==> config.mk <==
export PLATFORM = sky130hd
export DESIGN_NAME = spcbg_serial_port
export DESIGN_NICKNAME = d
export VERILOG_FILES = /design/src/spcbg_serial_port.v
export VERILOG_INCLUDE_DIRS = /design/src /design/src/src
export SDC_FILE = /design/constraint.sdc
export NUM_CORES = 1
export LEC_CHECK = 0
export BUFFER_PORTS_ARGS = -buffer_cell sky130_fd_sc_hd__buf_2
export CORE_UTILIZATION = 60
export DETAILED_ROUTE_END_ITERATION = 12
export GPL_TIMING_DRIVEN = 0
export PLACE_DENSITY = 0.81
export REMOVE_ABC_BUFFERS = 1
export SLEW_MARGIN = 20
export SYNTH_ARGS = -nofsm -noshare
export SYNTH_HDL_FRONTEND = slang
export SYNTH_SLANG_ARGS = --single-unit
==> constraint.sdc <==
create_clock -name core_clk -period 5.86 [get_ports core_clk]
set_input_delay 0.586 -clock core_clk [delete_from_list [all_inputs] [get_ports core_clk]]
set_output_delay 0.586 -clock core_clk [all_outputs]
set_load 0.01 [all_outputs]
==> src/spcbg_defs.vh <==
// constants for the serial port control and baud generation block
`ifndef SPCBG_DEFS_VH
`define SPCBG_DEFS_VH
// apb byte addresses
`define SPCBG_ADDR_CTRL     12'h000
`define SPCBG_ADDR_BUF      12'h004
`define SPCBG_ADDR_RATE     12'h008
`define SPCBG_ADDR_T1RLD    12'h00C
`define SPCBG_ADDR_T2CTRL   12'h010
`define SPCBG_ADDR_T2RLD    12'h014
`define SPCBG_ADDR_T2CNT    12'h018
// serial_control fields
`define SPCBG_B_MODE_HI     7
`define SPCBG_B_MODE_LO     6
`define SPCBG_B_MP_EN       5
`define SPCBG_B_RX_EN       4
`define SPCBG_B_TX9         3
`define SPCBG_B_RX9         2
`define SPCBG_B_TX_DONE     1
`define SPCBG_B_RX_DONE     0
// timer2_control fields
`define SPCBG_B_T2_RXCLK    5
`define SPCBG_B_T2_TXCLK    4
`define SPCBG_B_T2_EXEN     3
`define SPCBG_B_T2_RUN      2
`define SPCBG_B_T2_EXF      1
`define SPCBG_B_T2_OVF      0
// reset values
`define SPCBG_CTRL_RESET    8'h00
`define SPCBG_T1RLD_RESET   8'h00
`define SPCBG_T2RLD_RESET   16'h0000
// dividers (oscillator clocks)
`define SPCBG_DIV_MODE0     12
`define SPCBG_DIV_MODE2     64
`define SPCBG_DIV_T1_PRE    12
`define SPCBG_DIV_T1_OVF    32
`define SPCBG_DIV_T2_PRE    2
`define SPCBG_DIV_T2_OVF    16
`define SPCBG_SAMPLE_DIV    16
`endif

==> src/spcbg_serial_port.v <==
// serial port control, frame engine and baud generation with apb registers
// Function
// - mode bits pick shift or uart modes
// - modes 2/3 multiproc drops ninth-bit-zero frames
// - mode 1 multiproc needs valid stop bit
// - receive enable gates reception
// - modes 2/3 send software ninth bit
// - received ninth bit or stop captured
// - transmit flag set by hardware, software clears
// - receive flag set by hardware, software clears
// - mode 2 rate osc/64 or osc/32
// - timer1 rate times doubling over 32
// - timer2 clock selects enter baud mode
// - port1 selects live in timer2 control
// - timer2 rollover reloads from preset pair
// - timer2 source rate is overflow/16
// - baud rollover sets no overflow flag
// - external pin fall sets flag, no reload
// - mode 0 shifts lsb first, clock pin
// - buffer write starts sending, marker bit
// - mode 0 one machine cycle before shifting
// - frames ten or eleven bits
// - reception start conditions per mode
// - separate receive and transmit buffers
//
// Decided for this implementation: the APB interface to the registers and the placing of the registers.
`timescale 1ns/10ps
`include "spcbg_defs.vh"
module spcbg_serial_port #(
  parameter MC_DIV = `SPCBG_DIV_MODE0  // oscillator clocks per machine cycle
) (
  input  wire        core_clk,      // system oscillator clock
  input  wire        rst,           // async reset, active high
  input  wire        psel,          // apb select
  input  wire        penable,       // apb enable
  input  wire        pwrite,        // apb direction
  input  wire [11:0] paddr,         // apb byte address
  input  wire [31:0] pwdata,        // apb write data
  output reg  [31:0] prdata,        // apb read data
  output reg         pready,        // apb ready
  output reg         pslverr,       // apb error, unmapped address
  input  wire        rxd_in,        // data pin input
  output reg         rxd_out,       // data pin output (mode 0)
  output reg         rxd_oe_n,      // data pin enable, low drives
  output reg         txd_out,       // uart tx or mode 0 shift clock
  input  wire        timer2_external_pin, // timer2 external input
  output reg         serial_irq,    // serial port interrupt request
  output reg         timer2_irq     // timer2 request, external or overflow flag
);
  localparam TX_IDLE = 2'd0;
  localparam TX_WAIT = 2'd1;
  localparam TX_RUN  = 2'd2;
  localparam RX_IDLE = 2'd0;
  localparam RX_M0   = 2'd1;
  localparam RX_RUN  = 2'd2;

  reg  [7:0]  ctrl_q;        // serial_control
  reg         rate_double_q;
  reg  [7:0]  t1_reload_q;   // timer1_reload_byte
  reg  [7:0]  t1_cnt_q;
  reg  [3:0]  t1_pre_q;
  reg  [5:0]  t2_ctrl_q;     // timer2_control
  reg  [15:0] t2_reload_q;   // timer2_reload_high/low
  reg  [15:0] t2_cnt_q;      // timer2_count_high/low
  reg         t2_pre_q;
  reg         timer2_external_pin_q;
  reg  [7:0]  rx_buf_q;      // serial_buffer read side
  reg  [3:0]  mc_q;          // machine cycle phase
  reg  [5:0]  m2_q;          // mode 2 divider
  reg  [4:0]  t1_div_q;
  reg  [3:0]  tx16_q;
  reg  [3:0]  rx16_q;
  reg  [1:0]  tx_st_q;
  reg  [10:0] tx_sh_q;
  reg  [3:0]  tx_bits_q;
  reg         tx_pend_q;
  reg  [1:0]  rx_st_q;
  reg  [8:0]  rx_sh_q;
  reg  [3:0]  rx_bits_q;
  reg  [2:0]  rx_smp_q;
  reg         rxd_q;

  wire [1:0] mode = {ctrl_q[`SPCBG_B_MODE_HI], ctrl_q[`SPCBG_B_MODE_LO]};
  wire       t2_baud = t2_ctrl_q[`SPCBG_B_T2_RXCLK] | t2_ctrl_q[`SPCBG_B_T2_TXCLK];
  wire       wr = psel & penable & pwrite;
  wire       rd = psel & penable & ~pwrite;
  wire       mc_tick = (mc_q == MC_DIV - 1);
  // mode 2 clock, osc/4 or osc/2, fed to the 16x bit counter
  wire       m2_tick = rate_double_q ? (m2_q[0]) : (m2_q[1:0] == 2'h3);
  // x16 tick every second overflow, every overflow when doubled (bit = 32 or 16)
  wire       t1_ovf = t1_pre_q == `SPCBG_DIV_T1_PRE - 1 && t1_cnt_q == 8'hFF;
  wire       t1_tick = t1_ovf && (rate_double_q || t1_div_q[0]);
  // timer2 counts at osc/2, overflow feeds the 16x counter
  wire       t2_inc = t2_ctrl_q[`SPCBG_B_T2_RUN] & t2_pre_q;
  wire       t2_ovf = t2_baud & t2_inc & (t2_cnt_q == 16'hFFFF);
  wire       var_tx = t2_ctrl_q[`SPCBG_B_T2_TXCLK] ? t2_ovf : t1_tick;
  wire       var_rx = t2_ctrl_q[`SPCBG_B_T2_RXCLK] ? t2_ovf : t1_tick;
  wire       tx_x16 = (mode == 2'd2) ? m2_tick : var_tx;
  wire       rx_x16 = (mode == 2'd2) ? m2_tick : var_rx;
  wire       tx_bit = tx_x16 && tx16_q == 4'hF;
  wire       timer2_external_pin_fall = timer2_external_pin_q & ~timer2_external_pin;

  // decode of register addresses, used for read and write
  function hit;
    input [11:0] a;
    begin
      if (a == `SPCBG_ADDR_CTRL) hit = 1'b1;
      else if (a == `SPCBG_ADDR_BUF) hit = 1'b1;
      else if (a == `SPCBG_ADDR_RATE) hit = 1'b1;
      else if (a == `SPCBG_ADDR_T1RLD) hit = 1'b1;
      else if (a == `SPCBG_ADDR_T2CTRL) hit = 1'b1;
      else if (a == `SPCBG_ADDR_T2RLD) hit = 1'b1;
      else if (a == `SPCBG_ADDR_T2CNT) hit = 1'b1;
      else hit = 1'b0;
    end
  endfunction

  // apb slave: one wait state, answer on second access cycle
  always @(posedge core_clk or posedge rst) begin
    if (rst) begin
      pready  <= 1'b0;
      pslverr <= 1'b0;
      prdata  <= 32'h00000000;
    end else begin
      pready  <= psel & penable & ~pready;
      pslverr <= psel & penable & ~pready & ~hit(paddr);
      if (psel & penable & ~pready & ~pwrite) begin
        if (paddr == `SPCBG_ADDR_CTRL) prdata <= {24'h000000, ctrl_q};
        else if (paddr == `SPCBG_ADDR_BUF) prdata <= {24'h000000, rx_buf_q};
        else if (paddr == `SPCBG_ADDR_RATE) prdata <= {31'h00000000, rate_double_q};
        else if (paddr == `SPCBG_ADDR_T1RLD) prdata <= {24'h000000, t1_reload_q};
        else if (paddr == `SPCBG_ADDR_T2CTRL) prdata <= {26'h0000000, t2_ctrl_q};
        else if (paddr == `SPCBG_ADDR_T2RLD) prdata <= {16'h0000, t2_reload_q};
        else if (paddr == `SPCBG_ADDR_T2CNT) prdata <= {16'h0000, t2_cnt_q};
        else prdata <= 32'h00000000;
      end
    end
  end

  wire acc    = wr & pready;   // write takes effect on completing edge
  wire wr_buf = acc && paddr == `SPCBG_ADDR_BUF;
  wire wr_ctl = acc && paddr == `SPCBG_ADDR_CTRL;
  wire unused_rd = rd;

  // frame-complete events
  reg tx_done_set;
  reg rx_done_set;
  reg rx_load;
  reg [7:0] rx_byte;
  reg rx9_val;

  // dividers and timers
  always @(posedge core_clk or posedge rst) begin
    if (rst) begin
      mc_q <= 4'h0;
      m2_q <= 6'h00;
      t1_pre_q <= 4'h0;
      t1_cnt_q <= 8'h00;
      t1_div_q <= 5'h00;
      t2_pre_q <= 1'b0;
      t2_cnt_q <= 16'h0000;
      timer2_external_pin_q <= 1'b1;
    end else begin
      mc_q <= mc_tick ? 4'h0 : mc_q + 4'h1;
      m2_q <= m2_q + 6'h01;
      timer2_external_pin_q <= timer2_external_pin;
      // timer1 modelled as 8-bit auto-reload at osc/12
      t1_pre_q <= (t1_pre_q == `SPCBG_DIV_T1_PRE - 1) ? 4'h0 : t1_pre_q + 4'h1;
      if (t1_pre_q == `SPCBG_DIV_T1_PRE - 1) begin
        t1_cnt_q <= (t1_cnt_q == 8'hFF) ? t1_reload_q : t1_cnt_q + 8'h01;
      end
      if (t1_ovf) t1_div_q <= t1_div_q + 5'h01;
      t2_pre_q <= ~t2_pre_q;
      if (acc && paddr == `SPCBG_ADDR_T2CNT) t2_cnt_q <= pwdata[15:0];
      else if (t2_inc) t2_cnt_q <= (t2_cnt_q == 16'hFFFF) ? t2_reload_q : t2_cnt_q + 16'h0001;
    end
  end

  // software registers and flags; hardware set wins over clear
  always @(posedge core_clk or posedge rst) begin
    if (rst) begin
      ctrl_q <= `SPCBG_CTRL_RESET;
      rate_double_q <= 1'b0;
      t1_reload_q <= `SPCBG_T1RLD_RESET;
      t2_reload_q <= `SPCBG_T2RLD_RESET;
      t2_ctrl_q <= 6'h00;
      rx_buf_q <= 8'h00;
    end else begin
      if (wr_ctl) ctrl_q <= pwdata[7:0];
      if (acc && paddr == `SPCBG_ADDR_RATE) rate_double_q <= pwdata[0];
      if (acc && paddr == `SPCBG_ADDR_T1RLD) t1_reload_q <= pwdata[7:0];
      if (acc && paddr == `SPCBG_ADDR_T2RLD) t2_reload_q <= pwdata[15:0];
      if (acc && paddr == `SPCBG_ADDR_T2CTRL) t2_ctrl_q <= pwdata[5:0];
      if (tx_done_set) ctrl_q[`SPCBG_B_TX_DONE] <= 1'b1;
      if (rx_done_set) ctrl_q[`SPCBG_B_RX_DONE] <= 1'b1;
      if (rx_load) begin
        rx_buf_q <= rx_byte;
        if (mode != 2'd0) ctrl_q[`SPCBG_B_RX9] <= rx9_val;
      end
      // external fall sets flag only when enabled, never reloads
      if (timer2_external_pin_fall & t2_ctrl_q[`SPCBG_B_T2_EXEN]) t2_ctrl_q[`SPCBG_B_T2_EXF] <= 1'b1;
      // the overflow flag is never set by a baud rollover
    end
  end

  // transmitter: mode 0 shift clock or uart frame
  always @(posedge core_clk or posedge rst) begin
    if (rst) begin
      tx_st_q <= TX_IDLE;
      tx_sh_q <= 11'h7FF;
      tx_bits_q <= 4'h0;
      tx_pend_q <= 1'b0;
      tx16_q <= 4'h0;
      txd_out <= 1'b1;
      rxd_out <= 1'b1;
      rxd_oe_n <= 1'b1;
    end else begin
      if (tx_x16) tx16_q <= tx16_q + 4'h1;
      case (tx_st_q)
        TX_IDLE: begin
          // shift clock also runs while mode 0 receives, left high at the end
          txd_out <= (rx_st_q != RX_M0) || (mc_tick && rx_bits_q == 4'h1) ||
                     ((mc_q >= MC_DIV / 2 - 1) && !mc_tick);
          if (wr_buf) begin
            if (mode == 2'd0) begin
              tx_sh_q <= {2'b00, 1'b1, pwdata[7:0]}; // end marker in ninth place
              tx_pend_q <= 1'b0;
              tx_st_q <= TX_WAIT;
            end else begin
              // start, data lsb first, ninth bit (modes 2/3), stop
              tx_sh_q <= (mode == 2'd1) ? {2'b11, pwdata[7:0], 1'b0}
                                        : {1'b1, ctrl_q[`SPCBG_B_TX9], pwdata[7:0], 1'b0};
              tx_bits_q <= (mode == 2'd1) ? 4'd10 : 4'd11;
              tx_pend_q <= 1'b1;
              tx_st_q <= TX_RUN;
            end
          end
        end
        TX_WAIT: begin
          // first boundary arms, shifting starts one whole machine cycle later
          if (mc_tick && !tx_pend_q) begin
            tx_pend_q <= 1'b1;
          end else if (mc_tick) begin
            tx_pend_q <= 1'b0;
            tx_st_q <= TX_RUN;
            tx_bits_q <= 4'd8;
            rxd_oe_n <= 1'b0;
            rxd_out <= tx_sh_q[0];
          end
        end
        TX_RUN: begin
          if (mode == 2'd0) begin
            // clock low first half, high second half of machine cycle
            txd_out <= (mc_q >= MC_DIV / 2 - 1) && !mc_tick;
            if (mc_tick) begin
              tx_sh_q <= {1'b0, tx_sh_q[10:1]};
              tx_bits_q <= tx_bits_q - 4'h1;
              rxd_out <= tx_sh_q[1];
              if (tx_bits_q == 4'h1) begin
                tx_st_q <= TX_IDLE; // end of eighth bit
                rxd_oe_n <= 1'b1;
                txd_out <= 1'b1;
              end
            end
          end else if (tx_bit) begin
            if (tx_pend_q) begin
              tx_pend_q <= 1'b0;
              txd_out <= tx_sh_q[0];
            end else begin
              tx_sh_q <= {1'b1, tx_sh_q[10:1]};
              txd_out <= tx_sh_q[1];
              tx_bits_q <= tx_bits_q - 4'h1;
              if (tx_bits_q == 4'h2) tx_st_q <= TX_IDLE; // stop bit now on line
            end
          end
        end
        default: tx_st_q <= TX_IDLE;
      endcase
    end
  end

  // transmit flag: eighth bit end (mode 0) or stop bit start
  always @* begin
    tx_done_set = 1'b0;
    if (tx_st_q == TX_RUN) begin
      if (mode == 2'd0) tx_done_set = mc_tick && tx_bits_q == 4'h1;
      else tx_done_set = tx_bit && !tx_pend_q && tx_bits_q == 4'h2;
    end
  end

  // receiver with 16x sampling and majority vote
  wire vote = (rx_smp_q[0] & rx_smp_q[1]) | (rx_smp_q[1] & rx_smp_q[2]) |
              (rx_smp_q[0] & rx_smp_q[2]);
  wire rx_en = ctrl_q[`SPCBG_B_RX_EN];
  wire last_uart = rx_bits_q == 4'h1;
  wire rx_bit_end = rx_x16 && rx16_q == 4'h9;

  always @* begin
    rx_done_set = 1'b0;
    rx_load = 1'b0;
    rx_byte = rx_sh_q[7:0];
    rx9_val = vote;
    if (rx_st_q == RX_M0 && mc_tick && rx_bits_q == 4'h1) begin
      rx_load = 1'b1; // eighth bit end
      rx_done_set = 1'b1;
      rx_byte = {rxd_in, rx_sh_q[7:1]};
    end else if (rx_st_q == RX_RUN && rx_bit_end && last_uart) begin
      // filter by multiproc enable; rx9 is ninth bit or stop
      rx_byte = (mode == 2'd1) ? rx_sh_q[8:1] : rx_sh_q[7:0];
      rx9_val = (mode == 2'd1) ? vote : rx_sh_q[8];
      if (!ctrl_q[`SPCBG_B_RX_DONE] && (!ctrl_q[`SPCBG_B_MP_EN] || rx9_val)) begin
        rx_load = 1'b1;
        rx_done_set = 1'b1; // mid stop bit
      end
    end
  end

  always @(posedge core_clk or posedge rst) begin
    if (rst) begin
      rx_st_q <= RX_IDLE;
      rx_sh_q <= 9'h000;
      rx_bits_q <= 4'h0;
      rx_smp_q <= 3'h7;
      rx16_q <= 4'h0;
      rxd_q <= 1'b1;
    end else begin
      rxd_q <= rxd_in;
      if (rx_x16) rx16_q <= rx16_q + 4'h1;
      if (rx_x16 && rx16_q >= 4'h6 && rx16_q <= 4'h8) rx_smp_q <= {rx_smp_q[1:0], rxd_in};
      case (rx_st_q)
        RX_IDLE: begin
          // mode 0 needs flag clear; uarts wait for a start edge
          if (rx_en && mode == 2'd0 && !ctrl_q[`SPCBG_B_RX_DONE] && mc_tick) begin
            rx_st_q <= RX_M0;
            rx_bits_q <= 4'd8;
          end else if (rx_en && mode != 2'd0 && rxd_q && !rxd_in) begin
            rx_st_q <= RX_RUN;
            rx16_q <= 4'h0;
            rx_bits_q <= (mode == 2'd1) ? 4'd10 : 4'd11;
          end
        end
        RX_M0: begin
          if (mc_tick) begin
            rx_sh_q <= {1'b0, rxd_in, rx_sh_q[7:1]}; // lsb first
            rx_bits_q <= rx_bits_q - 4'h1;
            if (rx_bits_q == 4'h1) rx_st_q <= RX_IDLE;
          end
        end
        RX_RUN: begin
          if (!rx_en) rx_st_q <= RX_IDLE;
          else if (rx_bit_end) begin
            rx_bits_q <= rx_bits_q - 4'h1;
            rx_sh_q <= {vote, rx_sh_q[8:1]};
            if ((rx_bits_q == ((mode == 2'd1) ? 4'd10 : 4'd11)) && vote) rx_st_q <= RX_IDLE;
            if (last_uart) rx_st_q <= RX_IDLE;
          end
        end
        default: rx_st_q <= RX_IDLE;
      endcase
    end
  end

  // interrupt requests follow the flags
  always @(posedge core_clk or posedge rst) begin
    if (rst) begin
      serial_irq <= 1'b0;
      timer2_irq <= 1'b0;
    end else begin
      serial_irq <= ctrl_q[`SPCBG_B_TX_DONE] | ctrl_q[`SPCBG_B_RX_DONE];
      timer2_irq <= t2_ctrl_q[`SPCBG_B_T2_EXF] | t2_ctrl_q[`SPCBG_B_T2_OVF];
    end
  end
endmodule

==> impl_metrics.yaml, run 1 <==
die:
  die_area_um2: 14700
  die_w_um: 121
  die_h_um: 121
  coreArea_um2: 13900
  rows: 43
  ios: 90
  floorplan.initialDensity_pct: 61.7
layout:
  fillers: 1054
  layout-drive-gt1-share_pct: 22.9
  antenna_cells: 0
  area_growth_syn_to_layout_pct: 12.3
  final_core_util_pct: 69.3
  nets: 980
global_route:
  grt_usage_pct: 30.5
  grt.overflow.total: 0
  antenna_found_initial: 0
  grt_pass1_wl_um: 34500
  grt_max_degree: 100
  grt_pass1_vias: 6699
critical_path:
  critPathKind: "register to register"
  r2r-start: "ctrl_q[7]"
  cp-start-kind: "register"
  crit_fanout: 14
  ff2ff_path_depth: 6
  cp_data_arrival_time_ns: 3.41
  rrSetupSlack_ns: 2.76
  required_ns: 6.17
  end_kind: "register"
  timing.rr.end: "rx_st_q[0]"
timing:
  finClkSkew_ns: 0.00884
  worst_pin_slew_ns: 1.13
  final_max_slew_viol_count: 0
  fin_tns_setup_ns: 0
  min_period_over_period_pct: 52.9
  rsz0062_at_grt: "no"
  hold_violations: 0
  period_minus_slack_ns: 3.10
  max_freq_ghz: 0.323
  finalSetupViolCount: 0
  relSlewSlack_pct: 24.5
route:
  wl_per_cell_um: 19.3
  finalWirelength_um: 21100
  vias_per_cell: 6.37
  dr_total_vias: 6994
  drt_iter0_markers: 713
  drtPass1Iterations: 5
  drc: 0
  postRouteAntennaNets: 0
clock_tree:
  path_clk_slew_ns: 0.06
  ctsResizeCount: 0
  cts_max_level: 4
  worst_skew_pair.late_latency_ns: 0.43
  cts_setup_buffers: 0
  root_buffer: "clkbuf_16"
  clockBufferDepth: 2
  cts_tree: "yes"
  ctsHoldBuffers: 0
  cts_sinks: 152
  numCtsBuffers: 17
power:
  power_frac_seq_pct: 40.6
  finalPower_mw: 2.97
  swShare_pct: 26.9
  power_leakage_nw: 4.21
  worst_ir_drop_vdd_uv: 397
  p_sw_mw: 0.799
  power_density_nw_per_um2: 309
  clockPowerShare_pct: 41.5
  pwr-share-comb_pct: 17.9
  p_int_mw: 2.17
worst_hold_path:
  hold_path_class: "primary input to async pin"
logic_synthesis:
  ys_warn_count: 0
  seq_area_frac_synth_pct: 44.7
  syn_inst: 861
  synth_edf_count: 0
  ys_async_sr_fraction_pct: 100
  synthFlopType: "dfrtp_1"
  synth_seq_cells: 152
  yosysUniqueCellTypes: 77
  netlist_area_um2: 8560
  avgSynthCellArea_um2: 9.94
job:
  maxCapViolCount: 0
place:
  port_buffers: 57
  dpl.hpwl_um: 14200
  routabilityCongestion: 0.936
outcome:
  status: "complete, no violations"
per-layer routing:
metal | global-route usage (%) | wire length [µm] | vias up
met5 | 0 | 0 | -
met4 | 11.9 | 653 | 0
met3 | 7.85 | 1710 | 52
met2 | 47.0 | 9820 | 320
met1 | 41.3 | 8950 | 3408
li1 | - | - | 3214
layout make-up:
cell class                      count  area (µm²)  area share (%)
Multi-Input combinational cell    641        4440            46.1
Sequential cell                   152        3830            39.8
Clock buffer                       20         437            4.54
Timing Repair Buffer               62         342            3.55
Clock inverter                     12         225            2.34
Tap cell                          180         225            2.34
Inverter                           31         124            1.29
critical path, cell delays in order (launching register included):
cell      delay (ns)
dfrtp_1         0.49
nor2_1          0.90
nand4b_1        0.48
and3b_1         0.39
a21oi_1         0.15
o21a_1          0.20
mux2_2          0.35
worst max-delay path by stage:
| stage | from | end | slack, ns | cells after the start |
|---|---|---|---|---|
| finish | ctrl_q[7] | rx_st_q[0] | 2.76 | 6 |
| global route | ctrl_q[7] | rx_st_q[0] | 2.65 | 6 |
| CTS | ctrl_q[7] | rx_st_q[0] | 2.84 | 6 |
| detailed placement | paddr[9] | prdata[4] | 2.57 | 7 |
| global placement | rst | tx_bits_q[1] | -0.45 | 2 |
| floorplan | rst | ctrl_q[0] | 1.21 | 1 |
power groups by stage:
stage / clock [mW] / sequential, mW / combinational [mW]
floorplan: 0 / 1.22 / 0.372
global placement: 0 / 1.22 / 0.501
detailed placement: 0 / 1.22 / 0.517
CTS: 1.24 / 1.20 / 0.526
global route: 1.29 / 1.22 / 0.585
finish: 1.23 / 1.21 / 0.532
synthesized netlist by cell type, drive strengths merged (11+ instances only):
library cell / count / share of area (%)
a21oi: 38 / 2.2
a221oi: 16 / 1.6
a31oi: 17 / 1.4
buf: 30 / 2.2
clkbuf: 22 / 0.96
dfrtp: 133 / 39
dfstp: 19 / 5.8
ha: 24 / 3.5
inv: 30 / 1.3
mux2: 68 / 8.9
mux2i: 27 / 3.2
nand2: 87 / 3.8
nand3: 34 / 2.0
nand4: 14 / 1.2
nor2: 66 / 3.0
nor3: 14 / 0.99
nor4: 11 / 1.2
o21ai: 63 / 3.7
kinds of logic after synthesis:
logic type	synth area share, %
flip-flops	44.7
other	0.0438
AO/OA/AOI/OAI	16.6
AND/OR/NAND/NOR	17.3
XOR/XNOR	1.02
multiplexers	12.1
adder cells (fa/ha/maj)	3.63
buffers and inverters	4.56
metrics by stage:
step	instances	setup slack, ns	hold WS [ns]	instance area, µm²
after global routing	1098	2.65	0.191	9620
after floorplan	824	1.21	0.422	8340
after global placement	1061	-0.455	0.443	8850
after CTS	1098	2.84	0.180	9610
final	1098	2.76	0.162	9620
after detailed placement	1066	2.57	0.444	8950
sequential cells by signal, indices dropped and copies added, names as in the netlist, 3 cells and up:
name	count
prdata	16
t2_cnt_q	16
t2_reload_q	16
tx_sh_q	11
rx_sh_q	9
ctrl_q	8
rx_buf_q	8
t1_cnt_q	8
t1_reload_q	8
t2_ctrl_q	6
mc_q	4
rx16_q	4
rx_bits_q	4
t1_pre_q	4
tx16_q	4
tx_bits_q	4
rx_smp_q	3
cell usage in the layout (no fill, tap or decap), types with 8 or more instances in the layout:
master and instances:
xnor2_1 8, dfrtp_1 133, conb_1 16, a21oi_1 37, clkbuf_16 17, mux2i_1 27, a221oi_1 16, a31oi_1 16
nor2_1 62, ha_1 23, nand4_1 13, o21ai_0 63, inv_1 29, nor3_1 10, nor2b_1 8, dfstp_2 19
nand2_1 87, nand3_1 34, mux2_2 66, buf_2 59
Power figures use the tool's default switching activity.
==> inputs of run 2 (changes only) <==
- CORE_UTILIZATION: 60 -> 54
- PLACE_DENSITY: 0.81 -> 0.77
- clock period: 5.86 -> 2.85 ns (I/O delays scaled with it)
==> run 2 against run 1 <==
Compared with the run above: wire length fell by 2.6%; clock skew fell by 0.0027 ns; total power rose by 110%; maximum frequency rose by 15%; via count fell by 1.9%; sequential power rose by 110%; hold slack got worse by 0.15 ns; combinational power rose by 110%; critical path type unchanged; non-clock buffer count rose by 3; sequential cell count did not move; clock-buffer cell count rose by 3; sequential share of layout area fell by 0.37 points.
==> impl_metrics.yaml, run 2 (synthesis results as in run 1) <==
outcome:
  status: "complete, no violations"
clock_tree:
  cts_tree: "yes"
  numCtsBuffers: 17
  cts_max_level: 4
  path_clk_slew_ns: 0.06
  cts_setup_buffers: 0
  clockBufferDepth: 2
  worst_skew_pair.late_latency_ns: 0.43
  cts_sinks: 152
  root_buffer: "clkbuf_16"
critical_path:
  critPathKind: "register to register"
  crit_fanout: 6
  required_ns: 3.16
  ff2ff_path_depth: 7
  end_kind: "register"
  cp_data_arrival_time_ns: 3.01
  cp-start-kind: "register"
die:
  die_area_um2: 16400
  ios: 90
  die_w_um: 128
  floorplan.initialDensity_pct: 55.9
  rows: 45
  die_h_um: 128
  coreArea_um2: 15300
timing:
  finalSetupViolCount: 0
  rsz0062_at_grt: "no"
  min_period_over_period_pct: 94.4
  whs_ns: 0.00786
  relSlewSlack_pct: 41.5
  finClkSkew_ns: 0.00612
  fin_tns_setup_ns: 0
  final_max_slew_viol_count: 0
  worst_pin_slew_ns: 0.875
  hold_violations: 0
  period_minus_slack_ns: 2.69
  max_freq_ghz: 0.372
power:
  power_density_nw_per_um2: 632
  finalPower_mw: 6.14
  power_leakage_nw: 4.24
  power_frac_seq_pct: 40.6
  clockPowerShare_pct: 41.3
  p_sw_mw: 1.64
  pwr-share-comb_pct: 18.2
  swShare_pct: 26.7
  worst_ir_drop_vdd_uv: 685
  p_int_mw: 4.50
place:
  routabilityCongestion: 0.848
  dpl.hpwl_um: 14100
  port_buffers: 57
route:
  postRouteAntennaNets: 0
  dr_total_vias: 6863
  drt_iter0_markers: 696
  drtPass1Iterations: 5
  wl_per_cell_um: 18.2
  finalWirelength_um: 20600
  vias_per_cell: 6.06
  drc: 0
job:
  maxCapViolCount: 0
layout:
  final_common_cell: "dfrtp_1"
  final_core_util_pct: 63.4
  largestRegisters: "prdata: 16 flops, t2_cnt_q: 16 flops, t2_reload_q: 16 flops"
  layout-drive-gt1-share_pct: 23.1
  nets: 983
  final_cell_mix: "dfrtp_1, nand2_1, mux2_2"
  area_growth_syn_to_layout_pct: 13.4
  antenna_cells: 0
global_route:
  grt_pass1_vias: 6314
  grt_pass1_wl_um: 33700
  grt.overflow.total: 0
  antenna_found_initial: 0
  grt_usage_pct: 26.6
  grt_max_degree: 86
worst_hold_path:
  hold_depth: 1
  hold_path_class: "primary input to register"
[run 2: changes by cell type in the layout (fill, tap and decap cells not counted), sizes merged]
cell / previous run / this run
buf: 62 / 63
clkinvlp: 3 / 1
clkbuf: 20 / 23
clkinv: 4 / 3
dlygate4sd3: 0 / 2
[run 2: final timing paths]
kind                        startpoint     endpoint  slack, ns
setup / recovery           t1_cnt_q[0]    tx_pend_q       0.16
hold / removal                  rxd_in        rxd_q      0.008
setup reg to reg           t1_cnt_q[0]    tx_pend_q       0.16
hold reg to reg               t2_pre_q     t2_pre_q       0.47
max in group asynchronous          rst   tx_sh_q[8]       1.59
min in group asynchronous          rst  t1_pre_q[0]       0.45
[run 2: layout make-up]
cell class,count,area (µm²)
Fill cell,1276,5610
Multi-Input combinational cell,641,4470
Sequential cell,152,3830
Clock buffer,23,458
Timing Repair Buffer,65,364
Tap cell,211,264
Clock inverter,9,198
Inverter,31,124
[run 2: per-layer routing]
metal | vias up | GRT usage [%] | part of all wire (%)
li1 | 3225 | - | -
met1 | 3316 | 37.5 | 45
met2 | 291 | 41.6 | 46
met3 | 31 | 5.09 | 7.0
met4 | 0 | 8.24 | 1.5
met5 | - | 0 | 0
[run 2: critical path: stages, from the launching register on]
cell	delay (ns)
dfrtp_1	0.44
ha_1	0.23
nand3_1	0.23
o41ai_2	0.49
a31oi_1	0.15
or3_1	0.45
a211oi_2	0.25
mux2_1	0.34
[run 2: power by group through the flow]
stage | logic [mW] | clock network, mW | registers (mW)
after global routing | 1.24 | 2.64 | 2.51
final | 1.11 | 2.53 | 2.49
after detailed placement | 1.07 | 0 | 2.52
after CTS | 1.10 | 2.55 | 2.49
after global placement | 1.03 | 0 | 2.51
after floorplan | 0.764 | 0 | 2.51
[run 2: through the flow]
stage	instances	cell area [µm²]	setup WS, ns
6_report	1132	9710	0.159
5_1_grt	1132	9710	0.00785
4_1_cts	1132	9680	0.0594
3_5_place_dp	1098	8990	-0.187
3_3_place_gp	1092	8890	-3.18
2_1_floorplan	824	8340	-1.50
[run 2: timing repair]
action / CTS / global route
endpoints found under the hold margin: 64 / 0
setup endpoints to repair: 9 / 21
hold buffers: 2 / 0
resized for setup: 2 / 5
==> inputs of run 3 (changes only) <==
- CORE_UTILIZATION: 54 -> 55
- CTS_BUF_LIST: unset -> sky130_fd_sc_hd__clkbuf_2
- PLACE_DENSITY: 0.77 -> 0.78
==> run 3 against run 2 <==
Compared with the run above: via count grew 3.6%; cell count down 0.27%; die area down 1.8%; final area fell by 1.7%; clock-buffer cell count is 5 lower; wire length grew 0.40%; hold slack gained 0.097 ns; global-route usage is 0.36 points higher; largest power group is now sequential cells.
==> impl_metrics.yaml, run 3 (synthesis results as in run 1) <==
route:
  drtPass1Iterations: 5
  vias_per_cell: 6.29
  wl_per_cell_um: 18.3
  dr_total_vias: 7107
  finalWirelength_um: 20700
  postRouteAntennaNets: 0
  drc: 0
  drt_iter0_markers: 635
timing:
  whs_ns: 0.105
  hold_violations: 0
  period_minus_slack_ns: 2.66
  worst_pin_slew_ns: 0.941
  max_freq_ghz: 0.376
  finClkSkew_ns: 0.0362
  min_period_over_period_pct: 93.4
  final.setup.worst_slack_ns: 0.188
  fin_tns_setup_ns: 0
  finalSetupViolCount: 0
  final_max_slew_viol_count: 0
  relSlewSlack_pct: 37.0
layout:
  final_cell_mix: "dfrtp_1, nand2_1, mux2_2"
  final_common_cell: "dfrtp_1"
  nets: 1002
  fin_area_um2: 9540
  largestRegisters: "prdata: 16 flops, t2_cnt_q: 16 flops, t2_reload_q: 16 flops"
  layout-drive-gt1-share_pct: 23.0
  area_growth_syn_to_layout_pct: 11.4
global_route:
  grt_usage_pct: 26.9
  grt_pass1_vias: 6653
  grt.overflow.total: 0
  antenna_found_initial: 1
  grt_max_degree: 82
  grt_pass1_wl_um: 33700
clock_tree:
  numCtsBuffers: 17
  root_buffer: "clkbuf_2"
  path_clk_slew_ns: 0.20
  cts_sinks: 152
  cts_max_level: 4
  worst_skew_pair.late_latency_ns: 0.75
  clockBufferDepth: 2
  cts_tree: "yes"
critical_path:
  r2r-start: "t1_cnt_q[0]"
  cp_data_arrival_time_ns: 3.30
  crit_fanout: 9
  end_kind: "register"
  rrSetupSlack_ns: 0.19
  critPathKind: "register to register"
  ff2ff_path_depth: 7
  timing.rr.end: "rx_sh_q[3]"
  required_ns: 3.49
  cp-start-kind: "register"
outcome:
  status: "complete, no violations"
die:
  die_h_um: 127
  coreArea_um2: 15200
  ios: 90
  rows: 45
  die_area_um2: 16100
  die_w_um: 127
  floorplan.initialDensity_pct: 56.3
place:
  port_buffers: 57
  placed_cell_area_um2: 8950
  dpl.hpwl_um: 14100
  routabilityCongestion: 0.951
  post-place-ws_ns: -0.141
power:
  power_density_nw_per_um2: 540
  worst_ir_drop_vdd_uv: 743
  power_leakage_nw: 4.19
worst_hold_path:
  hold_path_class: "primary input to async pin"
job:
  maxCapViolCount: 0
## run 3: cell types whose count changed in the layout (fill, tap and decap cells not counted)
cell,change
buf_2,-2
buf_4,+2
buf_6,-1
clkbuf_1,-5
clkbuf_16,-17
clkbuf_2,+18
clkbuf_8,-1
clkinv_1,+1
clkinv_2,+2
clkinv_4,+2
diode_2,+1
dlygate4sd3_1,+20
## run 3: cell type report
class	count	area (µm²)
Clock inverter	14	229
Timing Repair Buffer	84	558
Inverter	31	124
Antenna cell	1	2.50
Tap cell	188	235
Fill cell	1241	5660
Multi-Input combinational cell	641	4470
Sequential cell	152	3830
Clock buffer	18	90.1
## run 3: how the worst max path moves through the flow
stage,start,endpoint,cells past startpoint
2_1_floorplan,rst,ctrl_q[0],1
5_1_grt,t1_cnt_q[0],rx_st_q[0],7
4_1_cts,rx_bits_q[1],ctrl_q[2],8
6_report,t1_cnt_q[0],rx_sh_q[3],7
3_3_place_gp,rst,tx_bits_q[1],2
3_5_place_dp,ctrl_q[7],rx_st_q[0],6
## run 3: per-layer routing
metal	vias up	track usage (%)	share of wire, %
met3	40	6.24	6.8
li1	3262	-	-
met4	0	9.24	2.5
met2	292	43.5	47
met1	3513	35.9	44
met5	-	0	0
## run 3: critical path, cell delays in order, from the launching register on
cell and delay (ns):
dfrtp_1 0.47, ha_1 0.22, nand3_1 0.27, o41ai_2 0.50, a31oi_1 0.21, a2bb2oi_2 0.28
nor2_4 0.27, mux2_2 0.37
## run 3: per-stage QoR
step           instances  utilization (%)  total power [mW]
2_1_floorplan        824                -              3.28
3_3_place_gp        1069             58.3              3.55
3_5_place_dp        1074             58.9              3.59
4_1_cts             1128             62.5              5.15
5_1_grt             1129             62.7              5.38
6_report            1129             62.7              5.16
## run 3: where the power goes
part           internal [mW]  switching [mW]  total (mW)
Combinational          0.476           0.652        1.13
Clock                  0.749           0.789        1.54
Sequential              2.37           0.115        2.49
Total                   3.60            1.56        5.16
## run 3: repair_timing
item | 4_1_cts | 5_1_grt
setup endpoints to repair | 15 | 12
endpoints found under the hold margin | 145 | 0
gates resized for setup | 3 | 5
setup buffers | 0 | 0
pin swaps | 0 | 1
hold buffers | 22 | 0
